<file path="src/xcc_cfg.svh">
`ifndef XCC_CFG_SVH
`define XCC_CFG_SVH
`define XCC_NUM_OUT 8
`define XCC_SEL_W 3
`define XCC_SETUP_NS 200
`define XCC_PULSE_NS 300
`define XCC_HOLD_NS 200
`define XCC_CLK_NS 100
`define XCC_SETUP_CYC ((`XCC_SETUP_NS + `XCC_CLK_NS - 1) / `XCC_CLK_NS)
`define XCC_PULSE_CYC ((`XCC_PULSE_NS + `XCC_CLK_NS - 1) / `XCC_CLK_NS)
`define XCC_HOLD_CYC ((`XCC_HOLD_NS + `XCC_CLK_NS - 1) / `XCC_CLK_NS)
`define XCC_INIT_INPUT 3'h0
`endif

</file>
<file path="src/xcc_pkg.sv">
package xcc_pkg;
  typedef enum logic [4:0] {
    XCC_IDLE  = 5'h01,
    XCC_SETUP = 5'h02,
    XCC_PULSE = 5'h04,
    XCC_HOLD  = 5'h08,
    XCC_DONE  = 5'h10
  } xcc_state_e;

  typedef enum logic [1:0] {
    XCC_OP_STAGE  = 2'h0,
    XCC_OP_COMMIT = 2'h1,
    XCC_OP_INIT   = 2'h2
  } xcc_op_e;

  // Pin bundle toward the switch
  typedef struct packed {
    logic [2:0] output_select_bus;
    logic [2:0] input_select_bus;
    logic tristate;
    logic chip_select;
    logic stage_strobe;
    logic commit_strobe;
    logic initialize_pulse;
  } xcc_pins_s;
endpackage

</file>
<file path="src/xcc_ctrl.sv">
// Overview of operation
// - Controller puts the 3-bit output number on the output select bus.
// - Controller presents input number and enable bit as staging data.
// - Initialize pulse with chip select routes all outputs from input zero.
// - Tristate level during initialize enables or disables all outputs.
// - Stage each output with setup, select, strobe; commit after staging.
// - Tristate pin high marks addressed output high impedance.
`timescale 1ns/10ps
`include "xcc_cfg.svh"

module xcc_ctrl
(
  // Clock and reset
  input wire logic clk,
  input wire logic rst_n,
  // User request
  input wire logic req_valid,
  input wire xcc_pkg::xcc_op_e req_op,
  input wire logic [2:0] req_output,
  input wire logic [2:0] req_input,
  input wire logic req_tristate,
  output logic req_ready,
  output logic req_done,
  // Switch pins
  output xcc_pkg::xcc_pins_s pins
);

  localparam int SETUP_CYC = `XCC_SETUP_CYC;
  localparam int PULSE_CYC = `XCC_PULSE_CYC;
  localparam int HOLD_CYC = `XCC_HOLD_CYC;

  xcc_pkg::xcc_state_e state;
  xcc_pkg::xcc_state_e next_state;
  xcc_pkg::xcc_op_e op;
  xcc_pkg::xcc_op_e next_op;
  logic [3:0] cnt;
  logic [3:0] next_cnt;
  xcc_pkg::xcc_pins_s next_pins;
  logic next_req_ready;
  logic next_req_done;

  function automatic logic [3:0] cyc4(input int n);
    cyc4 = 4'(n - 1);
  endfunction

  always_comb
  begin
    next_state = state;
    next_op = op;
    next_cnt = cnt;
    next_pins = pins;
    next_req_ready = 1'b0;
    next_req_done = 1'b0;
    unique case (state)
      xcc_pkg::XCC_IDLE:
      begin
        next_req_ready = 1'b1;
        if (req_valid && req_ready)
        begin
          next_req_ready = 1'b0;
          next_op = req_op;
          // Address, data and chip select are set together and settle before the strobe
          next_pins.output_select_bus = req_output;
          next_pins.input_select_bus = req_input;
          next_pins.tristate = req_tristate;
          next_pins.chip_select = 1'b1;
          next_cnt = cyc4(SETUP_CYC);
          next_state = xcc_pkg::XCC_SETUP;
        end
      end
      xcc_pkg::XCC_SETUP:
      begin
        if (cnt == 4'h0)
        begin
          next_pins.stage_strobe = (op == xcc_pkg::XCC_OP_STAGE);
          next_pins.commit_strobe = (op == xcc_pkg::XCC_OP_COMMIT);
          next_pins.initialize_pulse = (op == xcc_pkg::XCC_OP_INIT);
          next_cnt = cyc4(PULSE_CYC);
          next_state = xcc_pkg::XCC_PULSE;
        end
        else
          next_cnt = cnt - 4'h1;
      end
      xcc_pkg::XCC_PULSE:
      begin
        if (cnt == 4'h0)
        begin
          next_pins.stage_strobe = 1'b0;
          next_pins.commit_strobe = 1'b0;
          next_pins.initialize_pulse = 1'b0;
          next_cnt = cyc4(HOLD_CYC);
          next_state = xcc_pkg::XCC_HOLD;
        end
        else
          next_cnt = cnt - 4'h1;
      end
      xcc_pkg::XCC_HOLD:
      begin
        // Data and select held past the falling strobe
        if (cnt == 4'h0)
        begin
          next_pins.chip_select = 1'b0;
          next_req_done = 1'b1;
          next_state = xcc_pkg::XCC_DONE;
        end
        else
          next_cnt = cnt - 4'h1;
      end
      xcc_pkg::XCC_DONE:
      begin
        next_req_ready = 1'b1;
        next_state = xcc_pkg::XCC_IDLE;
      end
      default:
        next_state = xcc_pkg::XCC_IDLE;
    endcase
  end

  always_ff @(posedge clk or negedge rst_n)
  begin
    if (!rst_n)
    begin
      state <= xcc_pkg::XCC_IDLE;
      op <= xcc_pkg::XCC_OP_STAGE;
      cnt <= 4'h0;
      pins <= '0;
      req_ready <= 1'b0;
      req_done <= 1'b0;
    end
    else
    begin
      state <= next_state;
      op <= next_op;
      cnt <= next_cnt;
      pins <= next_pins;
      req_ready <= next_req_ready;
      req_done <= next_req_done;
    end
  end

  // Strobes only while chip select is high
  a_strobe_needs_cs: assert property (@(posedge clk) disable iff (!rst_n)
    (pins.stage_strobe || pins.commit_strobe || pins.initialize_pulse) |-> pins.chip_select)
    else $error("strobe without chip select");

  a_one_strobe: assert property (@(posedge clk) disable iff (!rst_n)
    $onehot0({pins.stage_strobe, pins.commit_strobe, pins.initialize_pulse}))
    else $error("more than one strobe high");

  a_addr_stable_strobe: assert property (@(posedge clk) disable iff (!rst_n)
    pins.stage_strobe |-> $stable(pins.output_select_bus) && $stable(pins.input_select_bus)
      && $stable(pins.tristate))
    else $error("address moved under staging strobe");

  a_setup_before_rise: assert property (@(posedge clk) disable iff (!rst_n)
    $rose(pins.stage_strobe) |-> $past(pins.chip_select, 2))
    else $error("chip select not set up before strobe");

  a_pulse_width: assert property (@(posedge clk) disable iff (!rst_n)
    $rose(pins.commit_strobe) |-> pins.commit_strobe [*3] ##1 !pins.commit_strobe)
    else $error("commit pulse width wrong");

  a_init_width: assert property (@(posedge clk) disable iff (!rst_n)
    $rose(pins.initialize_pulse) |-> pins.initialize_pulse [*3] ##1 !pins.initialize_pulse)
    else $error("initialize pulse width wrong");

  a_tri_held_init: assert property (@(posedge clk) disable iff (!rst_n)
    pins.initialize_pulse |-> $stable(pins.tristate))
    else $error("tristate moved during initialize");

  a_done_after_req: assert property (@(posedge clk) disable iff (!rst_n)
    (req_valid && req_ready) |-> ##[8:8] req_done)
    else $error("request did not finish in eight cycles");

  // Pin handshake timing, cycle by cycle
  a_stage_width: assert property (@(posedge clk) disable iff (!rst_n)
    $rose(pins.stage_strobe) |-> pins.stage_strobe [*3] ##1 !pins.stage_strobe)
    else $error("staging pulse width wrong");

  a_setup_commit_init: assert property (@(posedge clk) disable iff (!rst_n)
    ($rose(pins.commit_strobe) || $rose(pins.initialize_pulse))
      |-> $past(pins.chip_select, 2))
    else $error("chip select not set up before commit or initialize");

  a_hold_after_strobe: assert property (@(posedge clk) disable iff (!rst_n)
    $fell(pins.stage_strobe || pins.commit_strobe || pins.initialize_pulse)
      |-> pins.chip_select ##1 pins.chip_select)
    else $error("chip select dropped too soon after strobe");

  a_cs_ends_done: assert property (@(posedge clk) disable iff (!rst_n)
    $fell(pins.chip_select) |-> req_done)
    else $error("chip select fell without done");

  a_bus_held_cs: assert property (@(posedge clk) disable iff (!rst_n)
    (pins.chip_select && $past(pins.chip_select)) |-> $stable(pins.output_select_bus)
      && $stable(pins.input_select_bus) && $stable(pins.tristate))
    else $error("select bus moved while chip select high");

  a_ready_only_idle: assert property (@(posedge clk) disable iff (!rst_n)
    req_ready |-> !pins.chip_select)
    else $error("ready raised during a transfer");

  c_stage: cover property (@(posedge clk) disable iff (!rst_n) $rose(pins.stage_strobe));
  c_commit: cover property (@(posedge clk) disable iff (!rst_n) $rose(pins.commit_strobe));
  c_init_tri: cover property (@(posedge clk) disable iff (!rst_n)
    $rose(pins.initialize_pulse) && pins.tristate);
  c_back_to_back: cover property (@(posedge clk) disable iff (!rst_n)
    req_done ##1 (req_valid && req_ready));
  c_init_on: cover property (@(posedge clk) disable iff (!rst_n)
    $rose(pins.initialize_pulse) && !pins.tristate);

endmodule

</file>
<file path="config.mk">
export PLATFORM = sky130hd
export DESIGN_NAME = xcc_ctrl
export DESIGN_NICKNAME = d
export VERILOG_FILES = /design/src/xcc_pkg.sv /design/src/xcc_ctrl.sv
export VERILOG_INCLUDE_DIRS = /design/src
export SDC_FILE = /design/constraint.sdc
export NUM_CORES = 1
export LEC_CHECK = 0
export BUFFER_PORTS_ARGS = -buffer_cell sky130_fd_sc_hd__buf_2
export CORE_MARGIN = 2
export CORE_UTILIZATION = 42
export CTS_CLUSTER_DIAMETER = 60
export DETAILED_ROUTE_END_ITERATION = 10
export HOLD_SLACK_MARGIN = 0.1
export PLACE_DENSITY_LB_ADDON = 0.15
export SYNTH_ARGS = -nofsm -noshare
export SYNTH_HDL_FRONTEND = slang
export SYNTH_SLANG_ARGS = --single-unit
</file>
<file path="constraint.sdc">
create_clock -name clk -period 2.7 [get_ports clk]
set_clock_uncertainty 0.15 [all_clocks]
set_input_delay 0.27 -clock clk [delete_from_list [all_inputs] [get_ports clk]]
set_output_delay 0.27 -clock clk [all_outputs]
set_load 0.05 [all_outputs]
</file>
Word-level counts from Yosys, hierarchy flattened
Index checks and enable logic that the tools add are counted.
- muxes and demuxes: 20
- equal/unequal tests: 12
- $add $sub $neg: 1
- reductions and logical operators: 11
- operators with widths (cell ; number):
    5-bit 2-to-1 mux ; 4
    5-bit one-hot mux with 4 select lines ; 1
    4-bit 2-to-1 mux ; 4
    4-bit one-hot mux with 4 select lines ; 1
    2-bit inequality test, second input constant ; 5
    3-bit AND reduction ; 3
    3-bit 2-to-1 mux ; 2
    3-bit one-hot mux with 2 select lines ; 1
    5-bit by 1-bit equality test with 1-bit output, second input constant ; 1
    5-bit by 2-bit equality test with 1-bit output, second input constant ; 1
    5-bit by 3-bit equality test with 1-bit output, second input constant ; 1
    5-bit by 4-bit equality test with 1-bit output, second input constant ; 1
    5-bit equality test, second input constant ; 1
    1-bit 2-to-1 mux ; 5
    4-bit zero test ; 1
    1-bit one-hot mux with 2 select lines ; 2
    4-bit AND reduction ; 1
    2-bit nonzero test ; 2
    4-bit nonzero test ; 1
    4-bit by 1-bit subtractor with 4-bit output, second input constant ; 1
    2-bit by 1-bit equality test with 1-bit output, second input constant ; 1
    2-bit equality test, second input constant ; 1
    2-bit zero test ; 1
    2-bit AND reduction ; 1
    1-bit logical AND ; 1
- word-level logic and storage cells: 56
- register bits: 24
- output and inout port bits: 13
- bits of input ports: 12

Longest topological paths before layout
Gate-level depths: netlist of the first run.
- word-level depth: 3
- gate-level depth with buffers: 6
- gate-level depth less buffers: 6

Worst setup path before layout of the first run
OpenSTA, ideal clock, no wires.
- kind: register to register
- start point: register state[3]
- end point: register op[0]
- data required time: 2.422 ns
- arrival: 1.643 ns
- stages on the path, launching flop included: 6
- slack: 0.779 ns
- setup time: 0.128 ns
- period minus slack after synthesis: 1.921 ns
- path buffers: 2
- path through: dfrtp_1 > buf_2 > or3_1 > nor3_4 > buf_4 > mux2_1
- word-level cells in the longest chain between the ends: 2
- RTL lines (what ; RTL line ; text):
    from (decl) ; xcc_ctrl.sv:32 ; xcc_pkg::xcc_state_e state;
    from (signal assigned) ; xcc_ctrl.sv:123 ; state <= xcc_pkg::XCC_IDLE;
    from (signal assigned) ; xcc_ctrl.sv:132 ; state <= next_state;
    5-bit by 1-bit equality test with 1-bit output ; xcc_ctrl.sv:54 ; unique case (state)
    2-bit AND reduction (no line) ; -- ;
    to (signal assigned) ; xcc_ctrl.sv:124 ; op <= xcc_pkg::XCC_OP_STAGE;
    to (signal assigned) ; xcc_ctrl.sv:133 ; op <= next_op;
    to (decl) ; xcc_ctrl.sv:34 ; xcc_pkg::xcc_op_e op;
No other way between the ends.
A chain may end at the register's enable or synchronous reset.

Worst setup path after layout of the first run
- start point: register state[2]
- end point: register pins[6] (netlist name)
- word-level cells in the longest chain between the ends: 2
- RTL lines (what ; RTL line ; text):
    5-bit by 1-bit equality test with 1-bit output ; xcc_ctrl.sv:54 ;
    2-bit AND reduction (no line) ; -- ;
    to (signal assigned) ; xcc_ctrl.sv:135 ; pins <= next_pins;
    to (decl) ; xcc_ctrl.sv:25 ; output xcc_pkg::xcc_pins_s pins
No other way between the ends.

==> run metrics, run 1 <==
Die H 58.7 um; Post-Synthesis Cells 114; Cell Rows 19; Reg-to-Reg Start state[2]; Slowest cell on crit path dfrtp_1; final slew viol count 0; 1st-iter DRT viols 20; Final Hold Slack 0.163 ns; Worst Hold Class input pin to register; max-cap check violation count 0; H-tree Lvls 1; synthesized area per cell 11.0 um2; Data required, critical path 2.77 ns; Synth area leaders dfrtp_1 (46%), mux2_1 (8.1%), a22o_1 (3.5%); Post-Syn Nets 128; setup tns final 0 ns; CTS tree done; Clock transition at path regs 0.14 ns; clock sinks 24; Crit path depth 4; post-CTS resize count 0; RePlAce Congestion 0.757; post-route ant nets 0; final-layout fill cell count 242; R2R cell count 4; Die Wd 58.7 um; clock buffer depth 2; cell internal pwr 925 uW; Period Utilization, post-route 0.829; switch share 0.456; Ant. Diodes 0; TritonCTS Buffers 3; Core ar. 2810 um2; max incr delay on CP 0.56 ns; die area 3450 um2; Top FF cell, synth dfrtp_1; Synth cell types 42; largest net degree at the start of global routing 25; CP Launch Point state[2]; # IOs 25; share of total power in the clock network 0.156; Setup Buffers After CTS 0; Flop pwr share 0.344; router iterations before antenna repair 4; layout cell share with drive strength beyond 1 0.259; Ys Warns 0; first-pass GRT wire length 4170 um; Slew HR 0.652; crit path to pins[6]; Crit path buffers/inverters 1; post-synth top area share 0.457; area occupied by multi-input gates 608 um2; Root Driver clkbuf_4; antenna violations before repair 0; CP Class register to register; EDFF count, synth 0; Largest delay share family, worst path simple AND/OR/NAND/NOR gates; Pleak 0.000703 uW; detailed placement HPWL 1790 um; CP Capture Type register; Remaining Overflow, GRT 0; vias per cell 5.59; DRC viols 0; final hold violations 0; critical path peak fanout 16; P per Cell Area 1090 nW/um2; number of I/O port buffers 24; min cycle time layout 2.24 ns; Starting Density 0.449; worst hold path depth 4; reg2reg end pins[6]; Syn Std Cell Area 1260 um2; Synth Register Bits 24; total global-route track usage 0.162; RSZ-0062 raised after global routing no; vias in the first global route 906; sequential share of the synthesized area 0.478; R2R Setup Slk 0.46 ns; area added between synthesis and finish 23.6%; fin nets 162; Highest Clock Rate 0.447 GHz; register area 602 um2; worst vdd ir 0.550 mV; final wirelength 2580 um; final setup vio count 0; Worst-Skew Late Latency 0.32 ns; sw power 776 uW; routed len/inst 14.5 um; measured slew at the worst slew-check pin 0.522 ns; via count 995; Comb pwr share 0.500; crit path cell chain or3_1, nor3_4, buf_4, mux2_1; share of async-settable or async-resettable flops after synthesis 1.00; Critical Path AT 2.31 ns; status completed; nature of the critical path startpoint register; Synth area leader dfrtp_1
-- flip-flops by register name, indices dropped and copies added (netlist names) --
name and flops:
cnt 4, op 2, pins 11, req_done 1, req_ready 1, state 5
-- cell usage in the layout (no fill, tap or decap), drive strengths merged, types with 3 or more instances in the layout --
master / n
nor2: 9
nor4: 6
nand2: 5
buf: 27
nor3b: 4
a21oi: 4
o21ai: 4
dlygate4sd3: 10
a22o: 5
mux2: 9
nor3: 5
inv: 3
clkbuf: 3
dfrtp: 23
-- worst min-delay path, stage by stage --
cell	delay (ns)
buf_2	0.09
a21oi_1	0.06
mux2i_1	0.14
nor2_1	0.06
-- timing repair --
| action | 4_1_cts | 5_1_grt |
|---|---|---|
| endpoints found under the hold margin | 32 | 0 |
| setup endpoints to repair | 0 | 0 |
| hold buffers | 10 | 0 |
-- how the worst min path moves through the flow --
stage,startpoint,to,slack (ns)
floorplan,rst_n,cnt[0],-0.18
global placement,rst_n,pins[3],0.13
detailed placement,rst_n,req_done,0.14
CTS,req_valid,req_ready,0.16
global route,req_valid,req_ready,0.18
finish,req_valid,req_ready,0.16
-- cell families (layout without fill, tap and decap cells) --
| family | after synthesis | after routing | synth area share |
|---|---|---|---|
| flip-flops | 24 | 24 | 0.478 |
| AND/OR/NAND/NOR | 41 | 41 | 0.206 |
| adder cells (fa/ha/maj) | 2 | 2 | 0.0199 |
| multiplexers | 10 | 10 | 0.0885 |
| XOR/XNOR | 1 | 1 | 0.00696 |
| buffers and inverters | 11 | 44 | 0.0388 |
| AO/OA/AOI/OAI | 25 | 25 | 0.162 |
-- synth_stat cells, drive strengths merged, types with 3 or more instances --
cell,count
dfrtp,23
mux2,9
nor2,9
nor4,6
a22o,5
nand2,5
nor3,5
a21oi,4
buf,4
clkbuf,4
nor3b,4
o21ai,4
inv,3
-- layer usage --
metal  GRT usage  vias up  share of wire
met5           0        -              0
met4      0.0649        0         0.0085
met3      0.0198        2          0.031
met2       0.248       22           0.47
met1       0.234      478           0.49
li1            -      493              -
-- cell type report --
type | instances | area share
multi-input combinational | 79 | 0.391
sequential | 24 | 0.387
timing repair buffer | 37 | 0.156
tap | 31 | 0.0249
clock inverter | 1 | 0.0193
clock buffer | 3 | 0.0145
inverter | 3 | 0.00724
-- power groups by stage --
stage / registers (uW) / logic (uW) / clock network [uW]
final: 585 / 850 / 265
after global routing: 604 / 919 / 286
after CTS: 584 / 853 / 270
after detailed placement: 592 / 839 / 0
after global placement: 588 / 830 / 0
after floorplan: 816 / 409 / 0
-- per-stage QoR --
| step | util | worst slack (ns) | power (uW) | area, um2 | instances |
|---|---|---|---|---|---|
| 6_report | 0.554 | 0.461 | 1700 | 1560 | 178 |
| 5_1_grt | 0.554 | 0.328 | 1810 | 1560 | 178 |
| 4_1_cts | 0.554 | 0.449 | 1710 | 1560 | 178 |
| 3_5_place_dp | 0.500 | 0.454 | 1430 | 1400 | 164 |
| 3_3_place_gp | 0.500 | 0.545 | 1420 | 1400 | 164 |
| 2_1_floorplan | - | 0.779 | 1230 | 1260 | 114 |
(Power assumes the default switching activity.)
==> run 2: changes to the inputs <==
--- a/config.mk
+++ b/config.mk
@@ -6,6 +6,7 @@
 export SDC_FILE = /design/constraint.sdc
 export NUM_CORES = 1
 export LEC_CHECK = 0
+export ABC_AREA = 1
 export BUFFER_PORTS_ARGS = -buffer_cell sky130_fd_sc_hd__buf_2
 export CORE_MARGIN = 2
 export CORE_UTILIZATION = 42
==> constraint.sdc (replaced) <==
create_clock -name clk -period 2.25 [get_ports clk]
set_clock_uncertainty 0.15 [all_clocks]
set_input_delay 0.225 -clock clk [delete_from_list [all_inputs] [get_ports clk]]
set_output_delay 0.225 -clock clk [all_outputs]
set_load 0.05 [all_outputs]
==> run metrics, run 2 <==
met2 usage 0.334 (+0.0868); synthesized area per cell 7.98 um2 (-28%); Top FF cell, synth dfrtp_1; vias in the first global route 1088 (+20%); min cycle time layout 1.66 ns (-0.580 ns); Syn Std Cell Area 1230 um2 (-2.4%); Post-Synthesis Cells 154 (+35%); Synth Register Bits 24 (unchanged); Remaining Overflow, GRT 0 (unchanged); most frequent cells after synthesis nand2_1 (56), dfrtp_1 (23), nand3_1 (14), nor2_1 (11), inv_2 (10); area occupied by multi-input gates 559 um2 (-8.0%); Ys Warns 0 (unchanged); H-tree Lvls 1 (unchanged); die area 3370 um2 (-2.2%); Slew HR 0.657 (+0.00526); Core ar. 2760 um2 (-1.7%); max reg flops 11 (unchanged); post-route ant nets 0 (unchanged); CP Class register to register; largest net degree at the start of global routing 25 (unchanged); Highest Clock Rate 0.603 GHz (+35%); layout cell share with drive strength beyond 1 0.304 (+0.0452); max incr delay on CP 0.61 ns (+0.05 ns); TritonCTS Buffers 3 (unchanged); Synth area leader dfrtp_1; Crit path buffers/inverters 2 (+1); Reg-to-Reg Start state[0]; Worst-Skew Late Latency 0.31 ns (about the same); routed len/inst 12.1 um (-17%); Final Hold Slack 0.172 ns (+0.00895 ns); antenna violations before repair 0 (unchanged); first-pass GRT wire length 4620 um (+11%); most frequent cell after synthesis nand2_1; Crit path depth 7 (+3); Reg with most FFs pins; EDFF count, synth 0 (unchanged); detailed placement HPWL 1970 um (+9.7%); commonest non-fill, non-tap cell in the layout nand2_1; number of I/O port buffers 24 (unchanged); Die H 58.1 um (-1.1%); crit path cell chain inv_2, nor2_2, nand3_2, nor2_4, inv_2, nand2_1, nand2_1; vias per cell 4.92 (-12%); share of async-settable or async-resettable flops after synthesis 1.00 (unchanged); final-layout fill cell count 261 (+7.9%); Cell Rows 19 (unchanged); Slowest cell on crit path dfstp_2; GR Util met3 0.0268 (+0.00701); DRC viols 0 (unchanged); CTS tree done; router iterations before antenna repair 4 (unchanged); # IOs 25 (unchanged); worst hold path depth 4 (unchanged); measured slew at the worst slew-check pin 0.514 ns (-0.00790 ns); CP Launch Point state[0]; final slew viol count 0 (unchanged); status completed; register area 602 um2 (unchanged); Top Usage Layer GRT met2; Setup Buffers After CTS 0 (unchanged); CP Capture Type register; met1 usage 0.203 (-0.0310); critical path peak fanout 11 (-5); Synth cell types 20 (-52%); P per Cell Area 1430 nW/um2 (+31%); nature of the critical path startpoint register; RePlAce Congestion 0.849 (+12%); clock buffer depth 2 (unchanged); R2R cell count 7 (+3); Ant. Diodes 0 (unchanged); Synth area leaders dfrtp_1 (47%), nand2_1 (17%), nand3_1 (5.7%); setup tns final 0 ns (unchanged); clock sinks 24 (unchanged); worst vdd ir 0.976 mV (+78%); Die Wd 58.1 um (-1.1%); commonest cells after routing, fill and taps aside nand2_1 (56), buf_2 (24), dfrtp_1 (23); Largest delay share family, worst path flip-flops; max-cap check violation count 0 (unchanged); final hold violations 0 (unchanged); post-synth top area share 0.468 (+0.0112); area added between synthesis and finish 23.1%; Period Utilization, post-route 0.737 (-0.0921); Critical Path AT 1.72 ns (-0.59 ns); via count 1092 (+9.7%); Worst Hold Class input pin to register; final setup vio count 0 (unchanged); Largest regs pins x11, state x5, cnt x4; total global-route track usage 0.179 (+0.0168); Pleak 0.000822 uW (+17%); Post-Syn Nets 168 (+31%); post-CTS resize count 0 (unchanged); fin nets 206 (+27%); Clock transition at path regs 0.13 ns (about the same); HP Start req_valid; RSZ-0062 raised after global routing no; final wirelength 2680 um (+4.1%); sequential share of the synthesized area 0.490 (+0.0117); Data required, critical path 2.31 ns (-0.46 ns); Starting Density 0.446 (-0.00315); Root Driver clkbuf_4; 1st-iter DRT viols 42 (+110%)
-- run 2: where the power goes --
part	leakage [uW]	switching (uW)	internal, uW
clock	0.0000210	128	98.8
combinational	0.000496	879	337
sequential	0.000306	129	598
-- run 2: worst reg2reg max path, cell delays in order, from the launching register on --
cell and delay [ns]:
dfstp_2 0.61, inv_2 0.05, nor2_2 0.09, nand3_2 0.13, nor2_4 0.25, inv_2 0.15
nand2_1 0.08, nand2_1 0.05
-- run 2: cell type report --
class                   instances  share of cell area
repair buffers                 34               0.146
well taps                      31              0.0256
inverters                      15              0.0372
multi-input cells             114               0.370
flip-flops and latches         24               0.398
clock buffers                   4              0.0240
-- run 2: metal layers --
| layer | part of all wire | up-vias | wire [um] |
|---|---|---|---|
| met5 | 0 | - | 0 |
| met4 | 0.0067 | 0 | 18 |
| met3 | 0.042 | 2 | 113 |
| met2 | 0.51 | 33 | 1380 |
| met1 | 0.44 | 501 | 1170 |
| li1 | - | 556 | - |
-- run 2: what timing repair did --
action,4_1_cts,5_1_grt
setup endpoints to repair,0,0
endpoints found under the hold margin,33,0
hold buffers,10,0
-- run 2: cell families (layout without fill, tap and decap cells) --
group           after synthesis  after routing  synth area share
compound gates                8              8            0.0346
buf+inv                      16             53            0.0550
flops                        24             24             0.490
xor+xnor                      2              2            0.0143
fa+ha+maj                     2              2            0.0204
simple gates                102            102             0.386
-- run 2: path summary, 6_finish.rpt --
kind                       endpoint  slack [ns]
max in group asynchronous  state[0]        1.33
min in group asynchronous  state[3]        0.24
max                         pins[9]        0.59
min                        state[0]        0.17
min reg2reg                 pins[5]        0.33
max reg2reg                 pins[9]        0.59
-- run 2: metrics by stage --
stage | cells | worst slack (ns) | total power [uW] | util | instance area (um2)
2_1_floorplan | 154 | 0.752 | 1680 | - | 1230
3_3_place_gp | 208 | 0.648 | 1900 | 0.499 | 1380
3_5_place_dp | 208 | 0.585 | 1940 | 0.499 | 1380
4_1_cts | 222 | 0.572 | 2180 | 0.549 | 1510
5_1_grt | 222 | 0.457 | 2340 | 0.549 | 1510
6_report | 222 | 0.592 | 2170 | 0.549 | 1510
